$ cat config.mk
export PLATFORM = sky130hd
export DESIGN_NAME = aos_regs
export DESIGN_NICKNAME = d
export VERILOG_FILES = /design/src/aos_pkg.sv /design/src/aos_regs.sv
export VERILOG_INCLUDE_DIRS = /design/src
export SDC_FILE = /design/constraint.sdc
export NUM_CORES = 1
export LEC_CHECK = 0
export BUFFER_PORTS_ARGS = -buffer_cell sky130_fd_sc_hd__buf_4
export CAP_MARGIN = 25
export CORE_ASPECT_RATIO = 1.25
export CORE_UTILIZATION = 49
export DETAILED_ROUTE_END_ITERATION = 10
export PLACE_DENSITY = 0.71
export SLEW_MARGIN = 20
export SYNTH_ARGS = -nofsm -noshare
export SYNTH_HDL_FRONTEND = slang
export SYNTH_SLANG_ARGS = --single-unit
$ cat constraint.sdc
create_clock -name clk_sys -period 4.7 [get_ports clk_sys]
set_clock_uncertainty 0.1 [all_clocks]
set_input_delay 0.235 -clock clk_sys [delete_from_list [all_inputs] [get_ports clk_sys]]
set_output_delay 0.235 -clock clk_sys [all_outputs]
set_load 0.1 [all_outputs]
$ cat src/aos_defines.svh
/*
  Register offsets, field positions and reset values of the output,
  status, detection and trim register bank.
  Assumes a 6-bit register address from the serial protocol engine.
*/
`ifndef AOS_DEFINES_SVH
`define AOS_DEFINES_SVH

// Register offsets
`define AOS_ADDR_Z_LOW      6'h04
`define AOS_ADDR_Z_HIGH     6'h05
`define AOS_ADDR_X_BYTE     6'h06
`define AOS_ADDR_Y_BYTE     6'h07
`define AOS_ADDR_Z_BYTE     6'h08
`define AOS_ADDR_STATUS     6'h09
`define AOS_ADDR_DETECTION_SOURCE     6'h0A
`define AOS_ADDR_BUS_ADDR   6'h0D
`define AOS_ADDR_USER_INFO  6'h0E
`define AOS_ADDR_IDENT      6'h0F
`define AOS_ADDR_X_OFFSET_TRIM_LOW   6'h10
`define AOS_ADDR_X_OFFSET_TRIM_HIGH  6'h11
`define AOS_ADDR_Y_OFFSET_TRIM_LOW   6'h12
`define AOS_ADDR_Y_OFFSET_TRIM_HIGH  6'h13

// Field positions
`define AOS_STAT_READY      0
`define AOS_STAT_OVERRUN    1
`define AOS_STAT_PARITY     2
`define AOS_DET_FIRST_INTERRUPT_FLAG        0
`define AOS_DET_SECOND_INTERRUPT_FLAG        1
`define AOS_BUSAD_DISABLE   7

// Interrupt assignment encodings
`define AOS_ASSIGN_LVL_PUL  2'b00
`define AOS_ASSIGN_PUL_LVL  2'b01
`define AOS_ASSIGN_PUL_PUL  2'b10

// Reset values
`define AOS_RST_BYTE        8'h00
`define AOS_RST_SLAVE_ADDR  7'h1D
`define AOS_RST_TRIM        11'h000

`endif

$ cat src/aos_pkg.sv
/*
  Types of the output, status, detection and trim register bank.
  Assumes the defines header is compiled alongside.
*/
package aos_pkg;

  // One sample from the sensing path, in half-count units
  typedef struct packed {
    logic [10:0] x;
    logic [10:0] y;
    logic [10:0] z;
  } aos_sample_t;

  // Register access strobe and data from the protocol engine
  typedef struct packed {
    logic       wr_en;
    logic       rd_en;
    logic [5:0] addr;
    logic [7:0] wr_data;
  } aos_reg_req_t;

  // Detection events from the level and pulse detectors
  typedef struct packed {
    logic [2:0] level_hit;  // x, y, z
    logic [2:0] pulse_hit;  // x, y, z
    logic       double_hit;
  } aos_det_evt_t;

  // Whole state of the bank
  typedef struct packed {
    logic [9:0]  x_out;
    logic [9:0]  y_out;
    logic [9:0]  z_out;
    logic [1:0]  z_high_held;
    logic        ready;
    logic        overrun;
    logic        parity_err;
    logic [2:0]  level_flags;
    logic [2:0]  pulse_flags;
    logic        first_interrupt_flag_flag;
    logic        second_interrupt_flag_flag;
    logic        two_wire_dis;
    logic [10:0] x_trim;
    logic [10:0] y_trim;
    logic [7:0]  rd_data;
    logic        rd_valid;
  } aos_state_t;

endpackage

$ cat src/aos_regs.sv
/*
  Output, status, detection-source, bus-address, identification and
  X/Y offset trim registers of a three-axis accelerometer.
  Assumes a protocol engine on clk_sys issues one-cycle read and write
  strobes, and that sensing, detection and fuse logic share clk_sys.
*/
// What this block does
// - Low Z read latches matching high bits
// - Ten-bit outputs two's complement, high bits 1:0
// - Byte outputs signed at consecutive offsets
// - Status bit 0 flags new sample ready
// - Status bit 1 flags overwritten sample
// - Status bit 2 parity error, blocks self-test
// - Level hits per axis in bits 7:5
// - Pulse hits per axis in bits 4:2
// - Pulse axis flags meaningless in double-pulse mode
// - Bits 0/1 flag assigned interrupt sources
// - Address bit 7 writable disables two-wire bus
// - Address bits 6:0 return slave address
// - User and identification bytes read-only fused
// - Signed per-axis trim, applied to output
// - Trim bit 0 half count, bit 10 sign
// - Same trim weights in ten-bit wide range
// - Trim keeps host-written calibration values
// - Interrupt clear drops flag and axis flags of its assigned source
`timescale 1ns/1ps
`include "aos_defines.svh"
`default_nettype none

module aos_regs #(
  parameter logic [6:0] SLAVE_ADDR = `AOS_RST_SLAVE_ADDR,
  parameter int         ADDR_W     = 6
) (
  // Clock and reset
  input  wire logic                 clk_sys,
  input  wire logic                 rst_n,
  // Register access from the protocol engine
  input  wire aos_pkg::aos_reg_req_t reg_req,
  output logic [7:0]                reg_rd_data,
  output logic                      reg_rd_valid,
  // Sensing path
  input  wire logic                 sample_valid,
  input  wire aos_pkg::aos_sample_t sample_raw,
  // Detection and configuration
  input  wire aos_pkg::aos_det_evt_t det_evt,
  input  wire logic [1:0]           interrupt_assignment_field,
  input  wire logic                 double_pulse_active,
  input  wire logic                 first_interrupt_clear,
  input  wire logic                 second_interrupt_clear,
  input  wire logic                 ready_pin_routing_bit,
  // Trim and fuse block
  input  wire logic                 trim_parity_error,
  input  wire logic [7:0]           otp_user_info,
  input  wire logic [7:0]           otp_ident,
  // Outputs to the rest of the device
  output logic                      two_wire_disable_bit,
  output logic                      self_test_block,
  output logic                      first_int_pin,
  output logic                      second_int_pin
);

  // Parameter check
  if (ADDR_W != 6) begin : g_bad_addr
    $error("aos_regs serves a 6-bit register address only");
  end

  // Ten-bit result from an offset-corrected half-count sum
  function automatic logic [9:0] sat10(input logic [11:0] half_sum);
    logic [10:0] whole;
    whole = half_sum[11:1];
    if (whole[10] != whole[9]) begin
      sat10 = whole[10] ? 10'h200 : 10'h1FF;
    end else begin
      sat10 = whole[9:0];
    end
  endfunction

  // Byte result, saturating instead of wrapping at the extremes
  function automatic logic [7:0] sat8(input logic [9:0] v);
    if (v[9] && (v[8:7] != 2'b11)) begin
      sat8 = 8'h80;
    end else if (!v[9] && (v[8:7] != 2'b00)) begin
      sat8 = 8'h7F;
    end else begin
      sat8 = v[7:0];
    end
  endfunction

  // Signed add of raw half-count sample and 11-bit trim
  function automatic logic [11:0] add_trim(
    input logic [10:0] raw,
    input logic [10:0] trim
  );
    add_trim = {raw[10], raw} + {trim[10], trim};
  endfunction

  aos_pkg::aos_state_t st_reg;
  aos_pkg::aos_state_t st_next;

  logic rd_hit;
  logic rd_z_low;
  logic rd_out_any;
  logic rd_status;
  logic level_evt;
  logic pulse_evt;
  logic first_interrupt_flag_set;
  logic second_interrupt_flag_set;
  logic clr_level;
  logic clr_pulse;
  logic pulses_valid;

  // Read decode of the strobe in this cycle
  assign rd_hit     = reg_req.rd_en;
  assign rd_z_low   = rd_hit && (reg_req.addr == `AOS_ADDR_Z_LOW);
  assign rd_status  = rd_hit && (reg_req.addr == `AOS_ADDR_STATUS);
  assign rd_out_any = rd_hit &&
                      (reg_req.addr >= `AOS_ADDR_Z_LOW) &&
                      (reg_req.addr <= `AOS_ADDR_Z_BYTE);

  // Interrupt sources per assignment setting
  assign level_evt    = |det_evt.level_hit;
  assign pulse_evt    = |det_evt.pulse_hit;
  assign pulses_valid = !double_pulse_active;

  always_comb begin
    first_interrupt_flag_set  = 1'b0;
    second_interrupt_flag_set  = 1'b0;
    clr_level = 1'b0;
    clr_pulse = 1'b0;
    unique case (interrupt_assignment_field)
      `AOS_ASSIGN_LVL_PUL: begin
        first_interrupt_flag_set  = level_evt;
        second_interrupt_flag_set  = pulse_evt;
        clr_level = first_interrupt_clear;
        clr_pulse = second_interrupt_clear;
      end
      `AOS_ASSIGN_PUL_LVL: begin
        first_interrupt_flag_set  = pulse_evt;
        second_interrupt_flag_set  = level_evt;
        clr_level = second_interrupt_clear;
        clr_pulse = first_interrupt_clear;
      end
      `AOS_ASSIGN_PUL_PUL: begin
        first_interrupt_flag_set  = pulse_evt;
        second_interrupt_flag_set  = double_pulse_active ? det_evt.double_hit
                                        : pulse_evt;
        clr_pulse = first_interrupt_clear ||
                    second_interrupt_clear;
      end
      default: begin
        // Reserved setting: no source assigned
        first_interrupt_flag_set  = 1'b0;
        second_interrupt_flag_set  = 1'b0;
      end
    endcase
  end

  // Next state of the whole bank
  always_comb begin
    st_next          = st_reg;
    st_next.rd_valid = rd_hit;

    // New sample: offset trim applied, ten-bit two's complement
    if (sample_valid) begin
      st_next.x_out = sat10(add_trim(sample_raw.x,
                                     st_reg.x_trim));
      st_next.y_out = sat10(add_trim(sample_raw.y,
                                     st_reg.y_trim));
      st_next.z_out = sat10(add_trim(sample_raw.z,
                                     11'h000));
    end

    // Reading the low Z byte freezes its high bits
    if (rd_z_low) begin
      st_next.z_high_held = st_reg.z_out[9:8];
    end

    // Ready and overrun: reading any output or status clears them,
    // but a sample landing in the same cycle wins
    if (rd_out_any || rd_status) begin
      st_next.ready   = 1'b0;
      st_next.overrun = 1'b0;
    end
    if (sample_valid) begin
      st_next.ready = 1'b1;
      if (st_reg.ready) begin
        st_next.overrun = 1'b1;
      end
    end

    // Parity error is sticky until reset; trim is still applied, self-test stays blocked
    if (trim_parity_error) begin
      st_next.parity_err = 1'b1;
    end

    // Clears first, so that a coincident event still sets
    if (clr_level) begin
      st_next.level_flags = 3'b000;
    end
    if (clr_pulse) begin
      st_next.pulse_flags = 3'b000;
    end
    if (first_interrupt_clear) begin
      st_next.first_interrupt_flag_flag = 1'b0;
    end
    if (second_interrupt_clear) begin
      st_next.second_interrupt_flag_flag = 1'b0;
    end
    st_next.level_flags = st_next.level_flags |
                          det_evt.level_hit;
    if (pulses_valid) begin
      st_next.pulse_flags = st_next.pulse_flags |
                            det_evt.pulse_hit;
    end
    if (first_interrupt_flag_set) begin
      st_next.first_interrupt_flag_flag = 1'b1;
    end
    if (second_interrupt_flag_set) begin
      st_next.second_interrupt_flag_flag = 1'b1;
    end

    // Register writes; read-only offsets ignore them
    if (reg_req.wr_en) begin
      unique case (reg_req.addr)
        `AOS_ADDR_BUS_ADDR: begin
          st_next.two_wire_dis =
            reg_req.wr_data[`AOS_BUSAD_DISABLE];
        end
        `AOS_ADDR_X_OFFSET_TRIM_LOW: begin
          st_next.x_trim[7:0] = reg_req.wr_data;
        end
        `AOS_ADDR_X_OFFSET_TRIM_HIGH: begin
          st_next.x_trim[10:8] = reg_req.wr_data[2:0];
        end
        `AOS_ADDR_Y_OFFSET_TRIM_LOW: begin
          st_next.y_trim[7:0] = reg_req.wr_data;
        end
        `AOS_ADDR_Y_OFFSET_TRIM_HIGH: begin
          st_next.y_trim[10:8] = reg_req.wr_data[2:0];
        end
        default: begin
          st_next.x_trim = st_reg.x_trim;
        end
      endcase
    end

    // Read data, registered so it stands one cycle after the strobe
    if (rd_hit) begin
      unique case (reg_req.addr)
        `AOS_ADDR_Z_LOW: begin
          st_next.rd_data = st_reg.z_out[7:0];
        end
        `AOS_ADDR_Z_HIGH: begin
          st_next.rd_data = {6'h00, st_reg.z_high_held};
        end
        `AOS_ADDR_X_BYTE: begin
          st_next.rd_data = sat8(st_reg.x_out);
        end
        `AOS_ADDR_Y_BYTE: begin
          st_next.rd_data = sat8(st_reg.y_out);
        end
        `AOS_ADDR_Z_BYTE: begin
          st_next.rd_data = sat8(st_reg.z_out);
        end
        `AOS_ADDR_STATUS: begin
          st_next.rd_data = {5'h00, st_reg.parity_err, st_reg.overrun,
                             st_reg.ready};
        end
        `AOS_ADDR_DETECTION_SOURCE: begin
          st_next.rd_data = {st_reg.level_flags, st_reg.pulse_flags,
                             st_reg.second_interrupt_flag_flag,
                             st_reg.first_interrupt_flag_flag};
        end
        `AOS_ADDR_BUS_ADDR: begin
          st_next.rd_data = {st_reg.two_wire_dis, SLAVE_ADDR};
        end
        `AOS_ADDR_USER_INFO: begin
          st_next.rd_data = otp_user_info;
        end
        `AOS_ADDR_IDENT: begin
          st_next.rd_data = otp_ident;
        end
        `AOS_ADDR_X_OFFSET_TRIM_LOW: begin
          st_next.rd_data = st_reg.x_trim[7:0];
        end
        `AOS_ADDR_X_OFFSET_TRIM_HIGH: begin
          st_next.rd_data = {5'h00, st_reg.x_trim[10:8]};
        end
        `AOS_ADDR_Y_OFFSET_TRIM_LOW: begin
          st_next.rd_data = st_reg.y_trim[7:0];
        end
        `AOS_ADDR_Y_OFFSET_TRIM_HIGH: begin
          st_next.rd_data = {5'h00, st_reg.y_trim[10:8]};
        end
        default: begin
          // Offsets outside this bank answer zero
          st_next.rd_data = 8'h00;
        end
      endcase
    end
  end

  // State register, synchronous reset
  always_ff @(posedge clk_sys) begin
    if (!rst_n) begin
      st_reg              <= '0;
      st_reg.x_trim       <= `AOS_RST_TRIM;
      st_reg.y_trim       <= `AOS_RST_TRIM;
      st_reg.rd_data      <= `AOS_RST_BYTE;
      st_reg.two_wire_dis <= 1'b0;
    end else begin
      st_reg <= st_next;
    end
  end

  // Outputs
  assign reg_rd_data          = st_reg.rd_data;
  assign reg_rd_valid         = st_reg.rd_valid;
  assign two_wire_disable_bit = st_reg.two_wire_dis;
  assign self_test_block      = st_reg.parity_err;
  // Ready shares pin one only while the host leaves the routing bit clear
  assign first_int_pin  = st_reg.first_interrupt_flag_flag ||
                          (st_reg.ready && !ready_pin_routing_bit);
  assign second_int_pin = st_reg.second_interrupt_flag_flag;

endmodule

`default_nettype wire

==> Implementation_results.wiki <==
{| class="wikitable"
! Metric !! Value
|-
| Overall power consumption || 1.73 mW
|-
| Cells after synthesis || 635
|-
| Remaining Overflow, GRT || 0
|-
| Sequential share of the synthesized area || 28.0%
|-
| Number of setup violations in the final report || 0
|-
| CTS tree || yes
|-
| Signal arrival time at the worst endpoint || 2.93 ns
|-
| Largest net degree at the start of global routing || 78
|-
| Min-delay src || det_evt[4]
|-
| Maximum resistive drop on vdd || 0.134 mV
|-
| Number of endpoints with negative hold slack in the final report || 0
|-
| Antenna violation net count after detailed routing || 0
|-
| RR Endpoint || st_reg[67]
|-
| Number of warnings printed during yosys synthesis || 0
|-
| Wire length of the first global-routing pass || 23,100 um
|-
| Register-to-Register Setup Slack || 1.88 ns
|-
| Highest-delay cell along the critical path || mux2_2
|-
| Pwr/cell area || 272 mW/mm^2
|-
| Achievable clock frequency || 0.354 GHz
|-
| Most frequent standard cell in the layout excluding fill and tap cells || buf_4
|-
| Max reg flops || 63
|-
| Average wire length per cell after detail routing || 17.5 um
|-
| Top flip-flop cell by instance count after synthesis || dfxtp_1
|-
| Result of the run || finished, final reports clean
|-
| Time the final worst path needs with I/O delays and setup || 2.82 ns
|-
| MaxCap Viol Count || 0
|-
| Setup CP Type || reg2reg
|-
| Number of fill cells in the layout || 968
|-
| Number of iterations in the first detailed-routing pass || 6
|-
| Post-route fraction of the period consumed by the critical path || 60.1%
|-
| Count of routing violations after the opening detailed-route iteration || 404
|-
| Width of the die || 95.5 um
|-
| Type of the tightest min-delay check || in2reg
|-
| Flops & latches, synth || 75
|-
| Sequence of cells on the critical path || and2_1 > fa_1 > a21o_1 > a221o_1 > o211ai_2 > mux2_2 > nand2_1 > o211ai_1
|-
| Insertion delay of the later-clocked pin in the worst-skew pair || 0.34 ns
|-
| Number of port buffers || 93
|-
| Leakage Power || 2.60 nW
|-
| Sum of routed wire length over all layers || 14,600 um
|-
| Count of inserted antenna diode cells || 0
|-
| Count of placed standard cells including taps || 817
|-
| Post-synthesis async set-or-reset flop share || 0%
|-
| Synthesized area divided by synthesized cell count || 8.44 sq um
|-
| Number of vias per cell after detailed routing || 6.10
|-
| Fraction of final layout cells with drive strength greater than 1 || 20.8%
|-
| CP Capture Type || flop
|-
| Synthesis-to-layout area growth || 18.4%
|-
| Hold-critical path depth || 3
|-
| Global-route total usage across every layer || 26.1%
|-
| Clock Tree Buf Depth || 2
|-
| Buffer cell driving the clock tree root || clkbuf_16
|-
| Post-Route Setup TNS || 0 ns
|-
| Total clock buffers created by CTS || 9
|-
| Unrepaired setup endpoints after global routing || no
|-
| Number of library cell types mapped by synthesis || 86
|-
| Relative slew margins || 39.9%
|-
| # rows || 42
|-
| Number of flops mapped to enable cells by yosys || 0
|-
| Number of cells traversed by the worst register-to-register path || 8
|-
| Launch point of the worst reg-to-reg path || st_reg[20]
|-
| Synth Net Count || 743
|-
| Combined area of all synthesized cells || 0.00536 sq mm
|-
| Critical path data required time || 4.80 ns
|-
| NumNets Final || 805
|-
| Initial core utilization || 50.5%
|-
| Slowest Stage Delay on Critical Path || 0.45 ns
|-
| Worst min-delay path endpoint || st_reg[37]
|-
| Critical path launch point type || flop
|-
| Crit-path max FO || 10
|-
| Slew at the pin closest to its max-slew limit || 0.889 ns
|-
| Clock transition at the register clock pins on the worst setup and hold paths after CTS || 0.06 ns
|-
| Number of pins with negative max-slew slack in the final report || 0
|-
| Vias in the first global route || 4,573
|-
| Number of top-level design ports || 95
|-
| Final std cells w/o fill || 834
|-
| Area enclosed by the die boundary || 0.0114 sq mm
|-
| Sum of net half-perimeters after detailed placement || 11,100 um
|-
| Initial antenna violation count || 0
|-
| Total core area || 0.0106 sq mm
|-
| Placer's final routability congestion estimate || 0.908
|-
| H-tree level count || 3
|-
| Most frequent cells in the layout || buf_4, dfxtp_1, nor2b_1, nand2_1, a21oi_1
|-
| Detailed-route DRC error count || 0
|-
| DIE HEIGHT || 119 um
|-
| # clock sinks || 75
|-
| Total via count after detailed routing || 5,090
|}
==> logic make-up (layout without fill, tap and decap cells) <==
family | Yosys count | after routing | share of synthesized area (%)
multiplexers | 26 | 26 | 5.39
flip-flops | 75 | 75 | 28.0
AND/OR/NAND/NOR | 207 | 207 | 21.6
AO/OA/AOI/OAI | 221 | 221 | 30.2
buffers and inverters | 65 | 132 | 5.53
XOR/XNOR | 12 | 12 | 2.24
adder cells (fa/ha/maj) | 29 | 29 | 6.98
==> power breakdown <==
part	switching (mW)	leakage (nW)	internal [mW]
clock network	0.272	0.155	0.479
logic	0.157	1.84	0.129
registers	0.0270	0.614	0.664
total	0.456	2.60	1.27
==> Yosys cell counts, types with 6 or more instances <==
master | count | area (sq um)
clkbuf_1 | 21 | 78.8
a21o_1 | 8 | 60.1
nand3_1 | 37 | 185
o21a_1 | 13 | 97.6
o211ai_1 | 6 | 45.0
a31oi_1 | 6 | 37.5
dfxtp_1 | 75 | 1500
a32oi_1 | 8 | 70.1
ha_1 | 24 | 300
a22oi_1 | 17 | 128
nor2_1 | 23 | 86.3
a21boi_0 | 22 | 165
mux2i_1 | 21 | 210
inv_1 | 22 | 82.6
nand2_1 | 41 | 154
buf_2 | 7 | 35.0
nor2b_1 | 44 | 275
buf_4 | 9 | 67.6
a221oi_1 | 9 | 78.8
a21oi_1 | 38 | 190
xnor2_1 | 7 | 61.3
o21ai_0 | 35 | 175
nor3_1 | 10 | 50.1
and2_1 | 10 | 62.6
==> repair_timing <==
action | 4_1_cts | 5_1_grt
resized for setup | 0 | 0
endpoints found under the hold margin | 1 | 0
setup buffers | 0 | 0
hold buffers | 1 | 0
==> through the flow <==
stage | util (%) | cell area (sq um) | setup slack (ns) | hold slack (ns)
after floorplan | - | 5360 | 1.87 | 0.245
after global placement | 56.6 | 6010 | 1.95 | 0.334
after detailed placement | 56.6 | 6010 | 1.90 | 0.349
after CTS | 59.8 | 6340 | 1.88 | 0.0320
after global routing | 59.8 | 6340 | 1.75 | 0.0485
final | 59.8 | 6340 | 1.88 | 0.0355
==> critical path: cells and delay by family, from the launching register on <==
kind	cells	cell delay, ns
multiplexers	1	0.45
AND/OR/NAND/NOR	2	0.43
flip-flops	1	0.35
AO/OA/AOI/OAI	4	0.95
adder cells (fa/ha/maj)	1	0.40
==> worst max-delay path by stage <==
stage                               from  slack, ns  depth (start not counted)             to
final                         st_reg[20]       1.88                          8     st_reg[67]
after global routing          st_reg[20]       1.75                          8     st_reg[67]
after CTS                     st_reg[20]       1.88                          8     st_reg[67]
after detailed placement  sample_raw[22]       1.90                          9     st_reg[67]
after global placement    sample_raw[22]       1.95                          9     st_reg[65]
after floorplan               st_reg[42]       1.87                          2  first_int_pin
==> routing by layer <==
layer | part of all wire, % | wire, um | GRT usage (%)
met3 | 6.8 | 983 | 4.60
met2 | 48 | 7020 | 42.1
met5 | 0 | 0 | 0
met4 | 1.7 | 249 | 8.96
met1 | 43 | 6300 | 34.8
==> layout make-up <==
cell class / count / area, sq um / share of cell area [%]
Tap cell: 132 / 165 / 2.60
Timing Repair Buffer: 94 / 708 / 11.2
Clock buffer: 10 / 239 / 3.77
Multi-Input combinational cell: 495 / 3560 / 56.1
Sequential cell: 75 / 1500 / 23.7
Inverter: 22 / 82.6 / 1.30
Clock inverter: 6 / 88.8 / 1.40
Note: power is estimated with default switching activity, not from simulation.
